### src/rtl/spc_pkg.sv
// Package: register map, field layout, reset values and types for the port config bank
package spc_pkg;
  // Register indexes, kept as printed; byte address is four times the index
  localparam logic [7:0] SPC_IDX_MODE    = 8'hF0;
  localparam logic [7:0] SPC_IDX_OPT     = 8'hF1;
  localparam logic [7:0] SPC_IDX_HDX     = 8'hF2;
  localparam logic [7:0] SPC_IDX_TEST    = 8'hF8;
  // Own register for the block's status and event bits
  localparam logic [7:0] SPC_IDX_STATUS  = 8'hFC;
  // Logical device windows on address bits [9:8]
  localparam logic [1:0] SPC_DEV_SER_TWO = 2'h0;
  localparam logic [1:0] SPC_DEV_PAR     = 2'h1;
  localparam logic [1:0] SPC_DEV_SER_ONE = 2'h2;
  // Reset values
  localparam logic [7:0] SPC_RST_SER_TWO = 8'h00;
  localparam logic [7:0] SPC_RST_SER_ONE = 8'h00;
  localparam logic [7:0] SPC_RST_IR_OPT  = 8'h02;
  localparam logic [7:0] SPC_RST_IR_HDX  = 8'h03;
  localparam logic [7:0] SPC_RST_PAR     = 8'h3C;
  localparam logic [7:0] SPC_RST_PAR_TWO = 8'h00;
  localparam logic [7:0] SPC_RST_TEST    = 8'h08;
  // Writable masks; reserved bits store and read zero
  localparam logic [7:0] SPC_MSK_SER_TWO = 8'h03;
  localparam logic [7:0] SPC_MSK_SER_ONE = 8'h83;
  localparam logic [7:0] SPC_MSK_IR_OPT  = 8'hFF;
  localparam logic [7:0] SPC_MSK_IR_HDX  = 8'hFF;
  localparam logic [7:0] SPC_MSK_PAR     = 8'hFF;
  localparam logic [7:0] SPC_MSK_PAR_TWO = 8'h10;
  // Field positions
  localparam int SPC_BIT_MIDI      = 0;
  localparam int SPC_BIT_HSPEED    = 1;
  localparam int SPC_BIT_SHARE     = 7;
  localparam int SPC_BIT_IR_POL    = 0;
  localparam int SPC_BIT_PIRQ_TYPE = 7;
  localparam int SPC_BIT_TO_SEL    = 4;
  localparam int SPC_BIT_TO_FLAG   = 0;
  localparam int SPC_LSB_THRESH    = 3;
  // Timing
  localparam int SPC_CLK_MHZ       = 200;
  localparam int SPC_HDX_STEP_US   = 100;
  localparam int SPC_HDX_STEP_CYC  = SPC_HDX_STEP_US * SPC_CLK_MHZ;
  localparam int SPC_HDX_MAX_CNT   = 100;
  localparam int SPC_PULSE_CYC     = 2;

  // Parallel port mode encodings
  typedef enum logic [2:0] {
    SPC_PM_SPP     = 3'b000,
    SPC_PM_EPP19   = 3'b001,
    SPC_PM_ECP     = 3'b010,
    SPC_PM_ECP19   = 3'b011,
    SPC_PM_PRINTER = 3'b100,
    SPC_PM_EPP17   = 3'b101,
    SPC_PM_RSVD    = 3'b110,
    SPC_PM_ECP17   = 3'b111
  } spc_pmode_t;

  // Parallel interrupt pin drive states
  typedef enum logic [2:0] {
    SPC_PI_IDLE  = 3'b001,
    SPC_PI_PULSE = 3'b010,
    SPC_PI_WAIT  = 3'b100
  } spc_pirq_t;

  // Avalon-MM request from the bus
  typedef struct packed {
    logic [9:0] address;
    logic       read;
    logic       write;
    logic [7:0] writedata;
  } spc_av_req_t;

  // Decoded configuration to the port datapaths
  typedef struct packed {
    logic       s1_midi;
    logic       s1_hspeed;
    logic       s2_midi;
    logic       s2_hspeed;
    logic       ir_rx_pol;
    logic [7:0] ir_option;
    logic [3:0] ecp_thresh;
    spc_pmode_t par_mode;
  } spc_cfg_t;
endpackage : spc_pkg

### src/rtl/spc_regs.sv
// Config register bank for two serial ports, infrared option and parallel port
//
// Operation
// - Mode bit 0 enables MIDI, reset off
// - Mode bit 1 enables high speed, reset off
// - Serial one bit 7 shares one interrupt line
// - Infrared option resets 0x02, bit 0 polarity
// - Half-duplex timeout 0-10 ms, 100 us steps
// - Zero blanks during transmit only; reset 0x03
// - Parallel mode bits 2:0 select operating mode
// - Bits 6:3 hold ECP threshold, default 0111
// - Type bit set: pulse low, release high-Z
// - Type clear: follow ack or level type
// - Type bit ignored in printer, standard modes
// - Select zero: flag clears on written one
// - Select one: flag clears after status read
// - Sharing with distinct lines asserts both lines
`timescale 1ns/1ps
module spc_regs
  import spc_pkg::*;
#(
  parameter int HDX_STEP_CYC = spc_pkg::SPC_HDX_STEP_CYC
) (
  // Clock and reset
  input  wire logic               sys_clk_i,
  input  wire logic               rst_n_i,
  // Avalon-MM slave
  input  wire spc_pkg::spc_av_req_t av_req_i,
  output logic [31:0]             av_readdata_o,
  output logic                    av_waitrequest_o,
  // Serial port interrupt requests and line assignment
  input  wire logic               ser1_irq_req_i,
  input  wire logic               ser2_irq_req_i,
  input  wire logic               ser1_irq_sel_i,
  input  wire logic               ser2_irq_sel_i,
  output logic                    ser1_irq_o,
  output logic                    ser2_irq_o,
  // Infrared transmit activity and receive blank
  input  wire logic               ir_tx_active_i,
  output logic                    ir_rx_blank_o,
  // Parallel port events
  input  wire logic               par_ack_n_i,
  input  wire logic               par_level_irq_i,
  input  wire logic               epp_timeout_evt_i,
  input  wire logic               epp_status_rd_i,
  input  wire logic               epp_flag_wr_one_i,
  output logic                    par_irq_o,
  output logic                    par_irq_oe_n_o,
  output logic                    epp_timeout_flag_o,
  // Decoded configuration
  output spc_pkg::spc_cfg_t       cfg_o
);
  import spc_pkg::*;

  typedef struct packed {
    logic [1:0]  rst_sync;
    logic [7:0]  ser_two;
    logic [7:0]  ser_one;
    logic [7:0]  ir_opt;
    logic [7:0]  ir_hdx;
    logic [7:0]  par;
    logic [7:0]  par_two;
    logic [7:0]  test;
    logic [2:0]  ack_sync;
    logic        ack_prev;
    logic        rd_prev;
    logic        flag;
    logic        rd_done;
    logic [31:0] rdata;
    logic        irq1;
    logic        irq2;
    logic        blank;
    logic [15:0] step_cnt;
    logic [7:0]  hdx_cnt;
    spc_pirq_t   pst;
    logic [1:0]  pcnt;
    logic        pirq;
    logic        poe_n;
    spc_cfg_t    cfg;
  } spc_state_t;

  spc_state_t st_reg;
  spc_state_t st_next;

  // Reset release: two flops, then the synchronous copy loads defaults into all state
  logic [1:0] rst_pipe_reg;
  logic       rst_n_sync;
  always_ff @(posedge sys_clk_i or negedge rst_n_i) begin
    if (!rst_n_i) begin
      rst_pipe_reg <= 2'h0;
    end else begin
      rst_pipe_reg <= {rst_pipe_reg[0], 1'b1};
    end
  end
  assign rst_n_sync = rst_pipe_reg[1];

  // True for modes where the interrupt type bit matters
  function automatic logic spc_type_valid(input spc_pmode_t m);
    spc_type_valid = (m != SPC_PM_PRINTER) && (m != SPC_PM_SPP);
  endfunction : spc_type_valid

  // True for modes carrying an EPP or ack-following interrupt
  function automatic logic spc_follows_ack(input spc_pmode_t m);
    spc_follows_ack = (m == SPC_PM_EPP19) || (m == SPC_PM_EPP17) ||
                      (m == SPC_PM_ECP19) || (m == SPC_PM_ECP17);
  endfunction : spc_follows_ack

  // Byte index and device window from the word address
  logic [7:0] idx;
  logic [1:0] dev;
  logic       acc;
  logic       ack_fall;
  logic       rd_trail;
  logic       any_irq;
  // Full low byte decodes, so F1 and F2 stay distinct from F0
  assign idx = av_req_i.address[7:0];
  assign dev = av_req_i.address[9:8];

  always_comb begin
    st_next = st_reg;
    acc = (av_req_i.read || av_req_i.write) && !st_reg.rd_done;
    st_next.rd_done = acc;
    st_next.rdata = 32'h0;
    // Register writes, one wait cycle per access
    if (acc && av_req_i.write) begin
      if (dev == SPC_DEV_SER_TWO && idx == SPC_IDX_MODE) begin
        st_next.ser_two = av_req_i.writedata & SPC_MSK_SER_TWO;
      end else if (dev == SPC_DEV_SER_TWO && idx == SPC_IDX_OPT) begin
        st_next.ir_opt = av_req_i.writedata & SPC_MSK_IR_OPT;
      end else if (dev == SPC_DEV_SER_TWO && idx == SPC_IDX_HDX) begin
        st_next.ir_hdx = av_req_i.writedata & SPC_MSK_IR_HDX;
      end else if (dev == SPC_DEV_PAR && idx == SPC_IDX_MODE) begin
        st_next.par = av_req_i.writedata & SPC_MSK_PAR;
      end else if (dev == SPC_DEV_PAR && idx == SPC_IDX_OPT) begin
        st_next.par_two = av_req_i.writedata & SPC_MSK_PAR_TWO;
      end else if (dev == SPC_DEV_PAR && idx == SPC_IDX_TEST) begin
        st_next.test = av_req_i.writedata;
      end else if (dev == SPC_DEV_SER_ONE && idx == SPC_IDX_MODE) begin
        st_next.ser_one = av_req_i.writedata & SPC_MSK_SER_ONE;
      end
    end
    // Register reads; unmapped addresses read zero
    if (acc && av_req_i.read) begin
      if (dev == SPC_DEV_SER_TWO && idx == SPC_IDX_MODE) begin
        st_next.rdata = {24'h0, st_reg.ser_two};
      end else if (dev == SPC_DEV_SER_TWO && idx == SPC_IDX_OPT) begin
        st_next.rdata = {24'h0, st_reg.ir_opt};
      end else if (dev == SPC_DEV_SER_TWO && idx == SPC_IDX_HDX) begin
        st_next.rdata = {24'h0, st_reg.ir_hdx};
      end else if (dev == SPC_DEV_PAR && idx == SPC_IDX_MODE) begin
        st_next.rdata = {24'h0, st_reg.par};
      end else if (dev == SPC_DEV_PAR && idx == SPC_IDX_OPT) begin
        st_next.rdata = {24'h0, st_reg.par_two};
      end else if (dev == SPC_DEV_PAR && idx == SPC_IDX_TEST) begin
        st_next.rdata = {24'h0, st_reg.test};
      end else if (dev == SPC_DEV_PAR && idx == SPC_IDX_STATUS) begin
        st_next.rdata = {31'h0, st_reg.flag};
      end else if (dev == SPC_DEV_SER_ONE && idx == SPC_IDX_MODE) begin
        st_next.rdata = {24'h0, st_reg.ser_one};
      end
    end

    // Ack pin: three flops, edge counts once flops two and three agree
    st_next.ack_sync = {st_reg.ack_sync[1:0], par_ack_n_i};
    if (st_reg.ack_sync[2] == st_reg.ack_sync[1]) begin
      st_next.ack_prev = st_reg.ack_sync[2];
    end
    ack_fall = st_reg.ack_prev && (st_reg.ack_sync[2] == st_reg.ack_sync[1])
               && !st_reg.ack_sync[2];

    // Timeout flag: set wins over either clear
    st_next.rd_prev = epp_status_rd_i;
    rd_trail = st_reg.rd_prev && !epp_status_rd_i;
    if (st_reg.par_two[SPC_BIT_TO_SEL] && rd_trail) begin
      st_next.flag = 1'b0;
    end else if (!st_reg.par_two[SPC_BIT_TO_SEL] && epp_flag_wr_one_i) begin
      st_next.flag = 1'b0;
    end
    if (epp_timeout_evt_i) begin
      st_next.flag = 1'b1;
    end

    // Serial lines: sharing drives both lines from either request unless only one line is selected
    any_irq = ser1_irq_req_i || ser2_irq_req_i;
    if (st_reg.ser_one[SPC_BIT_SHARE]) begin
      // Sharing with distinct lines asserts both
      st_next.irq1 = any_irq && (ser1_irq_sel_i || !ser2_irq_sel_i);
      st_next.irq2 = any_irq && (ser2_irq_sel_i || !ser1_irq_sel_i);
    end else begin
      st_next.irq1 = ser1_irq_req_i;
      st_next.irq2 = ser2_irq_req_i;
    end

    // Half-duplex blank: count whole 100 us steps after transmit ends
    if (ir_tx_active_i) begin
      st_next.blank = 1'b1;
      st_next.hdx_cnt = (st_reg.ir_hdx > 8'(SPC_HDX_MAX_CNT)) ?
                        8'(SPC_HDX_MAX_CNT) : st_reg.ir_hdx;
      st_next.step_cnt = 16'h0;
    end else if (st_reg.hdx_cnt != 8'h0) begin
      st_next.blank = 1'b1;
      if (st_reg.step_cnt == 16'(HDX_STEP_CYC - 1)) begin
        st_next.step_cnt = 16'h0;
        st_next.hdx_cnt = st_reg.hdx_cnt - 8'h1;
      end else begin
        st_next.step_cnt = st_reg.step_cnt + 16'h1;
      end
    end else begin
      st_next.blank = 1'b0;
    end

    // Parallel interrupt drive
    if (spc_type_valid(st_reg.cfg.par_mode) && st_reg.par[SPC_BIT_PIRQ_TYPE]) begin
      // Pulsed style: low pulse then release to high-Z
      case (st_reg.pst)
        SPC_PI_IDLE: begin
          st_next.pirq = 1'b1;
          st_next.poe_n = 1'b1;
          if (par_level_irq_i || ack_fall) begin
            st_next.pst = SPC_PI_PULSE;
            st_next.pirq = 1'b0;
            st_next.poe_n = 1'b0;
            st_next.pcnt = 2'(SPC_PULSE_CYC - 1);
          end
        end
        SPC_PI_PULSE: begin
          if (st_reg.pcnt == 2'h0) begin
            st_next.pst = SPC_PI_WAIT;
            st_next.poe_n = 1'b1;
          end else begin
            st_next.pcnt = st_reg.pcnt - 2'h1;
          end
        end
        SPC_PI_WAIT: begin
          // Hold off until the level source drops, so one event gives one pulse
          if (!par_level_irq_i) begin
            st_next.pst = SPC_PI_IDLE;
          end
        end
        default: st_next.pst = SPC_PI_IDLE;
      endcase
    end else begin
      st_next.pst = SPC_PI_IDLE;
      st_next.poe_n = 1'b0;
      if (spc_follows_ack(st_reg.cfg.par_mode) || !spc_type_valid(st_reg.cfg.par_mode)) begin
        st_next.pirq = !st_reg.ack_prev;
      end else begin
        st_next.pirq = par_level_irq_i;
      end
    end

    // Decoded configuration outputs
    st_next.cfg.s1_midi    = st_reg.ser_one[SPC_BIT_MIDI];
    st_next.cfg.s2_midi    = st_reg.ser_two[SPC_BIT_MIDI];
    st_next.cfg.s1_hspeed  = st_reg.ser_one[SPC_BIT_HSPEED];
    st_next.cfg.s2_hspeed  = st_reg.ser_two[SPC_BIT_HSPEED];
    st_next.cfg.ir_rx_pol  = st_reg.ir_opt[SPC_BIT_IR_POL];
    st_next.cfg.ir_option  = st_reg.ir_opt;
    st_next.cfg.ecp_thresh = st_reg.par[SPC_LSB_THRESH +: 4];
    st_next.cfg.par_mode   = spc_pmode_t'(st_reg.par[2:0]);
    st_next.rst_sync = 2'h3;

    // Synchronous reset copy puts every register at its default
    if (!rst_n_sync) begin
      st_next = '0;
      st_next.ser_two  = SPC_RST_SER_TWO;
      st_next.ser_one  = SPC_RST_SER_ONE;
      st_next.ir_opt   = SPC_RST_IR_OPT;
      st_next.ir_hdx   = SPC_RST_IR_HDX;
      st_next.par      = SPC_RST_PAR;
      st_next.par_two  = SPC_RST_PAR_TWO;
      st_next.test     = SPC_RST_TEST;
      st_next.ack_sync = 3'h7;
      st_next.ack_prev = 1'b1;
      st_next.pst      = SPC_PI_IDLE;
      st_next.cfg.par_mode = spc_pmode_t'(SPC_RST_PAR[2:0]);
      st_next.cfg.ecp_thresh = SPC_RST_PAR[SPC_LSB_THRESH +: 4];
      st_next.cfg.ir_option = SPC_RST_IR_OPT;
      st_next.cfg.ir_rx_pol = SPC_RST_IR_OPT[SPC_BIT_IR_POL];
    end
  end

  // State register; async reset loads zero, sync copy loads defaults
  always_ff @(posedge sys_clk_i or negedge rst_n_i) begin
    if (!rst_n_i) begin
      st_reg <= '0;
    end else begin
      st_reg <= st_next;
    end
  end

  // Outputs straight from flops
  assign av_readdata_o      = st_reg.rdata;
  assign av_waitrequest_o   = !st_reg.rd_done; // Low in the answer cycle only
  assign ser1_irq_o         = st_reg.irq1;
  assign ser2_irq_o         = st_reg.irq2;
  assign ir_rx_blank_o      = st_reg.blank;
  assign par_irq_o          = st_reg.pirq;
  assign par_irq_oe_n_o     = st_reg.poe_n;
  assign epp_timeout_flag_o = st_reg.flag;
  assign cfg_o              = st_reg.cfg;
endmodule : spc_regs

### config.mk
export PLATFORM = sky130hd
export DESIGN_NAME = spc_regs
export DESIGN_NICKNAME = d
export VERILOG_FILES = /design/src/rtl/spc_pkg.sv /design/src/rtl/spc_regs.sv
export SDC_FILE = /design/constraint.sdc
export NUM_CORES = 1
export LEC_CHECK = 0
export ABC_AREA = 1
export BUFFER_PORTS_ARGS = -buffer_cell sky130_fd_sc_hd__buf_2
export CAP_MARGIN = 20
export CORE_MARGIN = 4
export CORE_UTILIZATION = 57
export DETAILED_ROUTE_END_ITERATION = 8
export MAX_ROUTING_LAYER = met4
export PLACE_DENSITY = 0.8
export SYNTH_ARGS = -nofsm -noshare
export SYNTH_HDL_FRONTEND = slang
export SYNTH_SLANG_ARGS = --single-unit
### constraint.sdc
create_clock -name sys_clk_i -period 1.75 [get_ports sys_clk_i]
set_input_delay 0.2625 -clock sys_clk_i [delete_from_list [all_inputs] [get_ports sys_clk_i]]
set_output_delay 0.2625 -clock sys_clk_i [all_outputs]
set_load 0.1 [all_outputs]
* After elaboration in Yosys (flattened, before gate mapping)
Cells that the tools add are included.
** Cells by class
- Add/subtract/negate cells :: 3
- Order comparisons :: 1
- Equality and inequality tests :: 44
- Multiplexer cells :: 52
- Reductions and logical operators :: 52
** Operator list (count)
- 2-to-1 mux 8 bit :: 24
- 2-to-1 mux 149 bit :: 1
- 2-to-1 mux 56 bit :: 1
- 2-to-1 mux 24 bit :: 2
- 2-to-1 mux 48 bit :: 1
- equality test 8 bit (second input constant) :: 5
- 2-to-1 mux 16 bit :: 2
- 2-to-1 mux 32 bit :: 1
- 2-to-1 mux 25 bit :: 1
- logical AND 1 bit :: 20
- != test 2 x 1 -> 1 bit (second input constant) :: 10
- adder 16 x 1 -> 16 bit (second input constant) :: 1
- equality test 16 x 15 -> 1 bit (second input constant) :: 1
- != test 2 bit (second input constant) :: 6
- != test 4 bit (second input constant) :: 3
- equality test 3 bit (second input constant) :: 3
- logical OR 1 bit :: 9
- 2-to-1 mux 3 bit :: 3
- != test 3 x 2 -> 1 bit (second input constant) :: 3
- != test 3 bit (second input constant) :: 3
- one-hot mux 3 bit (3 select lines) :: 1
- greater-than comparator 8 x 7 -> 1 bit (second input constant) :: 1
- logical NOT 1 bit :: 8
- 2-to-1 mux 1 bit :: 8
- 23 further kinds :: 34
** Word-level totals
- Flip-flop bits (word level) :: 151
- Input bits :: 32
- Output and inout bits :: 59
- Word-level logic and storage cells :: 183

* Logic depth before layout (Yosys ltp)
- Word-level depth :: 12
- Gate-level depth with buffers :: 13
- Gate-level depth less buffers :: 13

* Least setup slack after synthesis
Ideal clock, no wire load.
- Path type :: register to register
- Start point :: reg st_reg[27] in the netlist's numbering
- End point :: reg st_reg[27] in the netlist's numbering
- Library setup time :: 116 ps
- Arrival time :: 1499 ps
- Data required time :: 1634 ps
- Setup slack :: 134 ps
- Stages on the path, launching flop included :: 14
- Buffers on the path :: 0
- Clock period less this slack :: 1616 ps
- Cells stage by stage :: dfrtp_1 > inv_1 > ha_1 > nand3_2 > nor2_1 > nand2_1 > nor2_1 > nand2_1 > nand2_1 > inv_1 > nand2_2 > inv_1 > nand2_1 > nand2_1
** On the way
- Longest elaborated chain between the ends :: 5
- Elaborated cells between the ends (all ways) :: 8
- Classes of those cells :: add/sub: 1; eq/ne: 1; mux: 4; reduce/logical: 2
** Ends and longest elaborated chain
- start, declared :: RTL line spc_regs.sv:82 : spc_state_t st_reg;
- start signal, assigned :: RTL line spc_regs.sv:288 : st_reg <= st_next;
- subtractor 8 x 1 -> 8 bit :: RTL line spc_regs.sv:204 : st_next.hdx_cnt = st_reg.hdx_cnt - 8'h1;
- 2-to-1 mux 8 bit :: RTL line spc_regs.sv:202 : if (st_reg.step_cnt == 16'(HDX_STEP_CYC - 1)) begin
- 2-to-1 mux 24 bit :: RTL line spc_regs.sv:200 : end else if (st_reg.hdx_cnt != 8'h0) begin
- 2-to-1 mux 25 bit :: RTL line spc_regs.sv:195 : if (ir_tx_active_i) begin
- 2-to-1 mux 149 bit :: RTL line spc_regs.sv:264 : if (!rst_n_sync) begin
Parallel ways exist; a longest one is shown, timed or not. The select of a mux whose other input is x is not followed.
A chain may end at the register's enable or synchronous reset.

* Worst setup path after layout
- Start point :: reg st_reg[28] in the netlist's numbering
- End point :: reg st_reg[38] in the netlist's numbering
** On the way
- Longest elaborated chain between the ends :: 2
** Ends and longest elaborated chain (RTL line)
- nonzero test 8 bit :: spc_regs.sv:200
- != test 3 x 2 -> 1 bit (no source line)
No other way between the ends.

==> Implementation_results.wiki <==
{| class="wikitable"
! Metric !! Value
|-
| Longest Clk Path Bufs || 2
|-
| Via count || around 4700
|-
| Maximum fanout along the worst path || 8
|-
| Antenna Diode Count || 0
|-
| Worst R2R Setup Slack || 0.07 ns
|-
| Most instantiated flip-flop cell in the synthesis netlist || sky130_fd_sc_hd__dfrtp_1
|-
| Post-detailed-route via-to-cell ratio || roughly 5.3
|-
| Total length of routed wires || around 13000 um
|-
| Critical Path End Type || flop
|-
| Initial detailed-routing violation count || 377
|-
| Clock tree from TritonCTS || built
|-
| Data required time at the worst endpoint || 2.03 ns
|-
| DR WL/cell || 14.2 um
|-
| Area of the placeable core || 0.00977 sq mm
|-
| Instance count on the critical path || 10
|-
| Total power after layout || 5690 uW
|-
| Count of flip-flops with a built-in enable after synthesis || 0
|-
| Arrival @ worst endpoint || 1.95 ns
|-
| Total Die Area || 0.0117 sq mm
|-
| Total overflow reported by the global router || 0
|-
| Fraction of final layout cells with drive strength greater than 1 || 20.5%
|-
| Synthesis-stage register bit count || roughly 110
|-
| Largest register FFs || 73
|-
| Count of final max-slew check failures || 0
|-
| Clock root buffer || sky130_fd_sc_hd__clkbuf_8
|-
| Sinks on Clock Net || 108
|-
| Length of the first detailed-routing pass in iterations || 5
|-
| I/O pin count || 91
|-
| Peak supply drop || 0.000438 V
|-
| Top achievable clock speed || between 500 and 600 MHz
|-
| Die extent in x || approximately 110 um
|-
| Layout net count || roughly 790
|-
| Worst clock skew on the final layout || about 0.015 ns
|-
| Pin count of the biggest net entering global routing || 54
|-
| Number of CTS-inserted buffers || 9
|-
| Worst-path cell with the longest stage delay || sky130_fd_sc_hd__dfrtp_1
|-
| Reg clk slew, reported paths || approximately 0.11 ns
|-
| Placer Congestion || 0.909
|-
| Warning count from the yosys run || 0
|-
| CP bufs+invs || 3
|-
| Number of fill cells in the layout || 809
|-
| Wire length of the first global-routing pass || ~21000 um
|-
| Worst hold margin || 0.0794 ns
|-
| Power per cell area || 911 mW/mm^2
|-
| Length in cells of the worst reg-to-reg path || 10
|-
| Class of the most critical setup path || flop to flop
|-
| Final Util || 63.9%
|-
| Share of flip-flops with an asynchronous set or reset || 100%
|-
| Die outline height || 108 um
|-
| Leak pwr || approximately 0.0032 uW
|-
| Final worst path period share || between 90% and 100%
|-
| Minimum clock period after layout || 1.68 ns
|-
| Number of antenna violations at the first check in global routing || 0
|-
| Synthesis-to-finish area growth || 9.17%
|-
| Crit path cell chain || inv_2, ha_4, nand3_4, nor2_4, nand4_2, buf_4, inv_1, o21ai_0, nand2_1, a21oi_1
|-
| Result of the run || finished clean
|-
| Overall global routing resource usage || 23.1%
|-
| Total count of hold-check failures in the final report || 0
|-
| CP top delay family || simple AND/OR/NAND/NOR gates
|-
| Largest incremental delay on the critical path || ~0.4 ns
|-
| Number of distinct library cell variants in the gate-level netlist after synthesis || 45
|-
| Detail Placement HPWL || 9250 um
|-
| Total of max-cap violations || 0
|-
| Syn avg cell area || 8.11 sq um
|-
| Setup violations, final || 0
|-
| Vias in the first global route || ~4400
|-
| Crit path launch type || flop
|-
| CTS H-Tree Depth || 3
|-
| Register area share after synthesis || 47.3%
|-
| Clock insertion delay at the later pin of the skew report || 0.39 ns
|-
| Number of remaining DRC errors || 0
|-
| # placed instances || 876
|-
| Worst Hold Path Cells || 2
|-
| Post-synthesis instance area || 0.00572 sq mm
|-
| # port buffers || 66
|-
| Post-route setup TNS || 0 ns
|-
| Cell row count || 36
|-
| Gate count after technology mapping || 705
|-
| Class of the most critical hold timing path || input port to flop
|-
| Antenna Violating Nets Remaining || 0
|-
| Initial core utilization || 58.5%
|-
| Post-route non-filler standard cell count || 895
|}
## layer usage
metal | vias up | wire length, um | GRT usage (%)
li1 | 2265 | - | -
met1 | 2244 | 5660 | 31.9
met2 | 168 | 6030 | 35.3
met3 | 28 | 748 | 3.34
met4 | 0 | 247 | 8.03
met5 | - | 0 | -
## metrics by stage
step / cell area (sq um) / worst slack (ns)
after global placement: 5950 / 0.0476
after global routing: 6240 / -0.0162
after floorplan: 5810 / 0.134
final: 6240 / 0.0736
after detailed placement: 5950 / -0.00766
after CTS: 6140 / 0.0103
## worst paths after layout
kind,from,endpoint
worst max-delay path,st_reg[28],st_reg[38]
worst min-delay path,par_ack_n_i,st_reg[90]
worst max register to register,st_reg[28],st_reg[38]
worst min register to register,rst_pipe_reg[0],rst_pipe_reg[1]
max in group asynchronous,rst_n_i,av_readdata_o[3]
min in group asynchronous,rst_n_i,cfg_o[19]
## cell type report
| type | instances | area (sq um) | area share [%] |
|---|---|---|---|
| well taps | 133 | 166 | 2.67 |
| multi-input cells | 458 | 2330 | 37.3 |
| clock inverters | 5 | 45.0 | 0.721 |
| clock buffers | 10 | 138 | 2.20 |
| inverters | 97 | 367 | 5.87 |
| flip-flops and latches | 108 | 2700 | 43.3 |
| repair buffers | 84 | 495 | 7.94 |
## power breakdown
group	leakage, uW	switching [uW]	total, uW	internal (uW)
clock	0.0000909	880	1450	569
sequential	0.00139	137	2810	2680
combinational	0.00175	1090	1430	340
## placed cells by master, fill, tap and decap left out, types with 9 or more instances in the layout
cell                       instances
sky130_fd_sc_hd__a21oi_1          18
sky130_fd_sc_hd__buf_2            65
sky130_fd_sc_hd__buf_4            16
sky130_fd_sc_hd__clkbuf_8         10
sky130_fd_sc_hd__conb_1           25
sky130_fd_sc_hd__dfrtp_1         108
sky130_fd_sc_hd__inv_1            86
sky130_fd_sc_hd__inv_2            10
sky130_fd_sc_hd__nand2_1         159
sky130_fd_sc_hd__nand2_2           9
sky130_fd_sc_hd__nand3_1          31
sky130_fd_sc_hd__nand4_1           9
sky130_fd_sc_hd__nor2_1           51
sky130_fd_sc_hd__nor3_1           12
sky130_fd_sc_hd__o21ai_0          52
sky130_fd_sc_hd__o21ai_1          26
## synth_stat cells, types with 5 or more instances
master,number,area [sq um]
sky130_fd_sc_hd__buf_4,52,390
sky130_fd_sc_hd__inv_1,90,338
sky130_fd_sc_hd__a21oi_1,18,90.1
sky130_fd_sc_hd__o21ai_0,53,265
sky130_fd_sc_hd__nor2_2,5,31.3
sky130_fd_sc_hd__nand3_1,31,155
sky130_fd_sc_hd__nand2_1,163,612
sky130_fd_sc_hd__or2_2,7,43.8
sky130_fd_sc_hd__nand4_1,9,56.3
sky130_fd_sc_hd__nand2_2,6,37.5
sky130_fd_sc_hd__nor3_1,12,60.1
sky130_fd_sc_hd__buf_6,5,56.3
sky130_fd_sc_hd__dfrtp_1,108,2700
sky130_fd_sc_hd__nor2_1,55,206
sky130_fd_sc_hd__o21ai_1,25,125
sky130_fd_sc_hd__inv_2,6,22.5
sky130_fd_sc_hd__nand2_4,6,67.6
## what timing repair did
action	4_1_cts	5_1_grt
hold endpoints to repair	108	0
resized for setup	1	21
pin swaps	0	4
cloned	0	1
hold buffers	1	0
buffers inserted	0	2
setup endpoints to repair	5	35
## kinds of logic after synthesis
family | share of synthesized area (%)
AOI/OAI and AO/OA | 11.1
xor gates and xnor gates | 0.460
adders and majority gates | 0.656
buffers and inverters | 15.1
DFF | 47.3
other | 0.131
and+or+nand+nor | 25.3
## worst reg2reg max path: cells and delay by family (launching register included)
kind            cells  cell delay [ns]
fa+ha+maj           1             0.15
compound gates      2             0.12
buf+inv             3             0.44
flops               1             0.40
simple gates        4             0.47
Note: power is estimated with default switching activity, not from simulation.
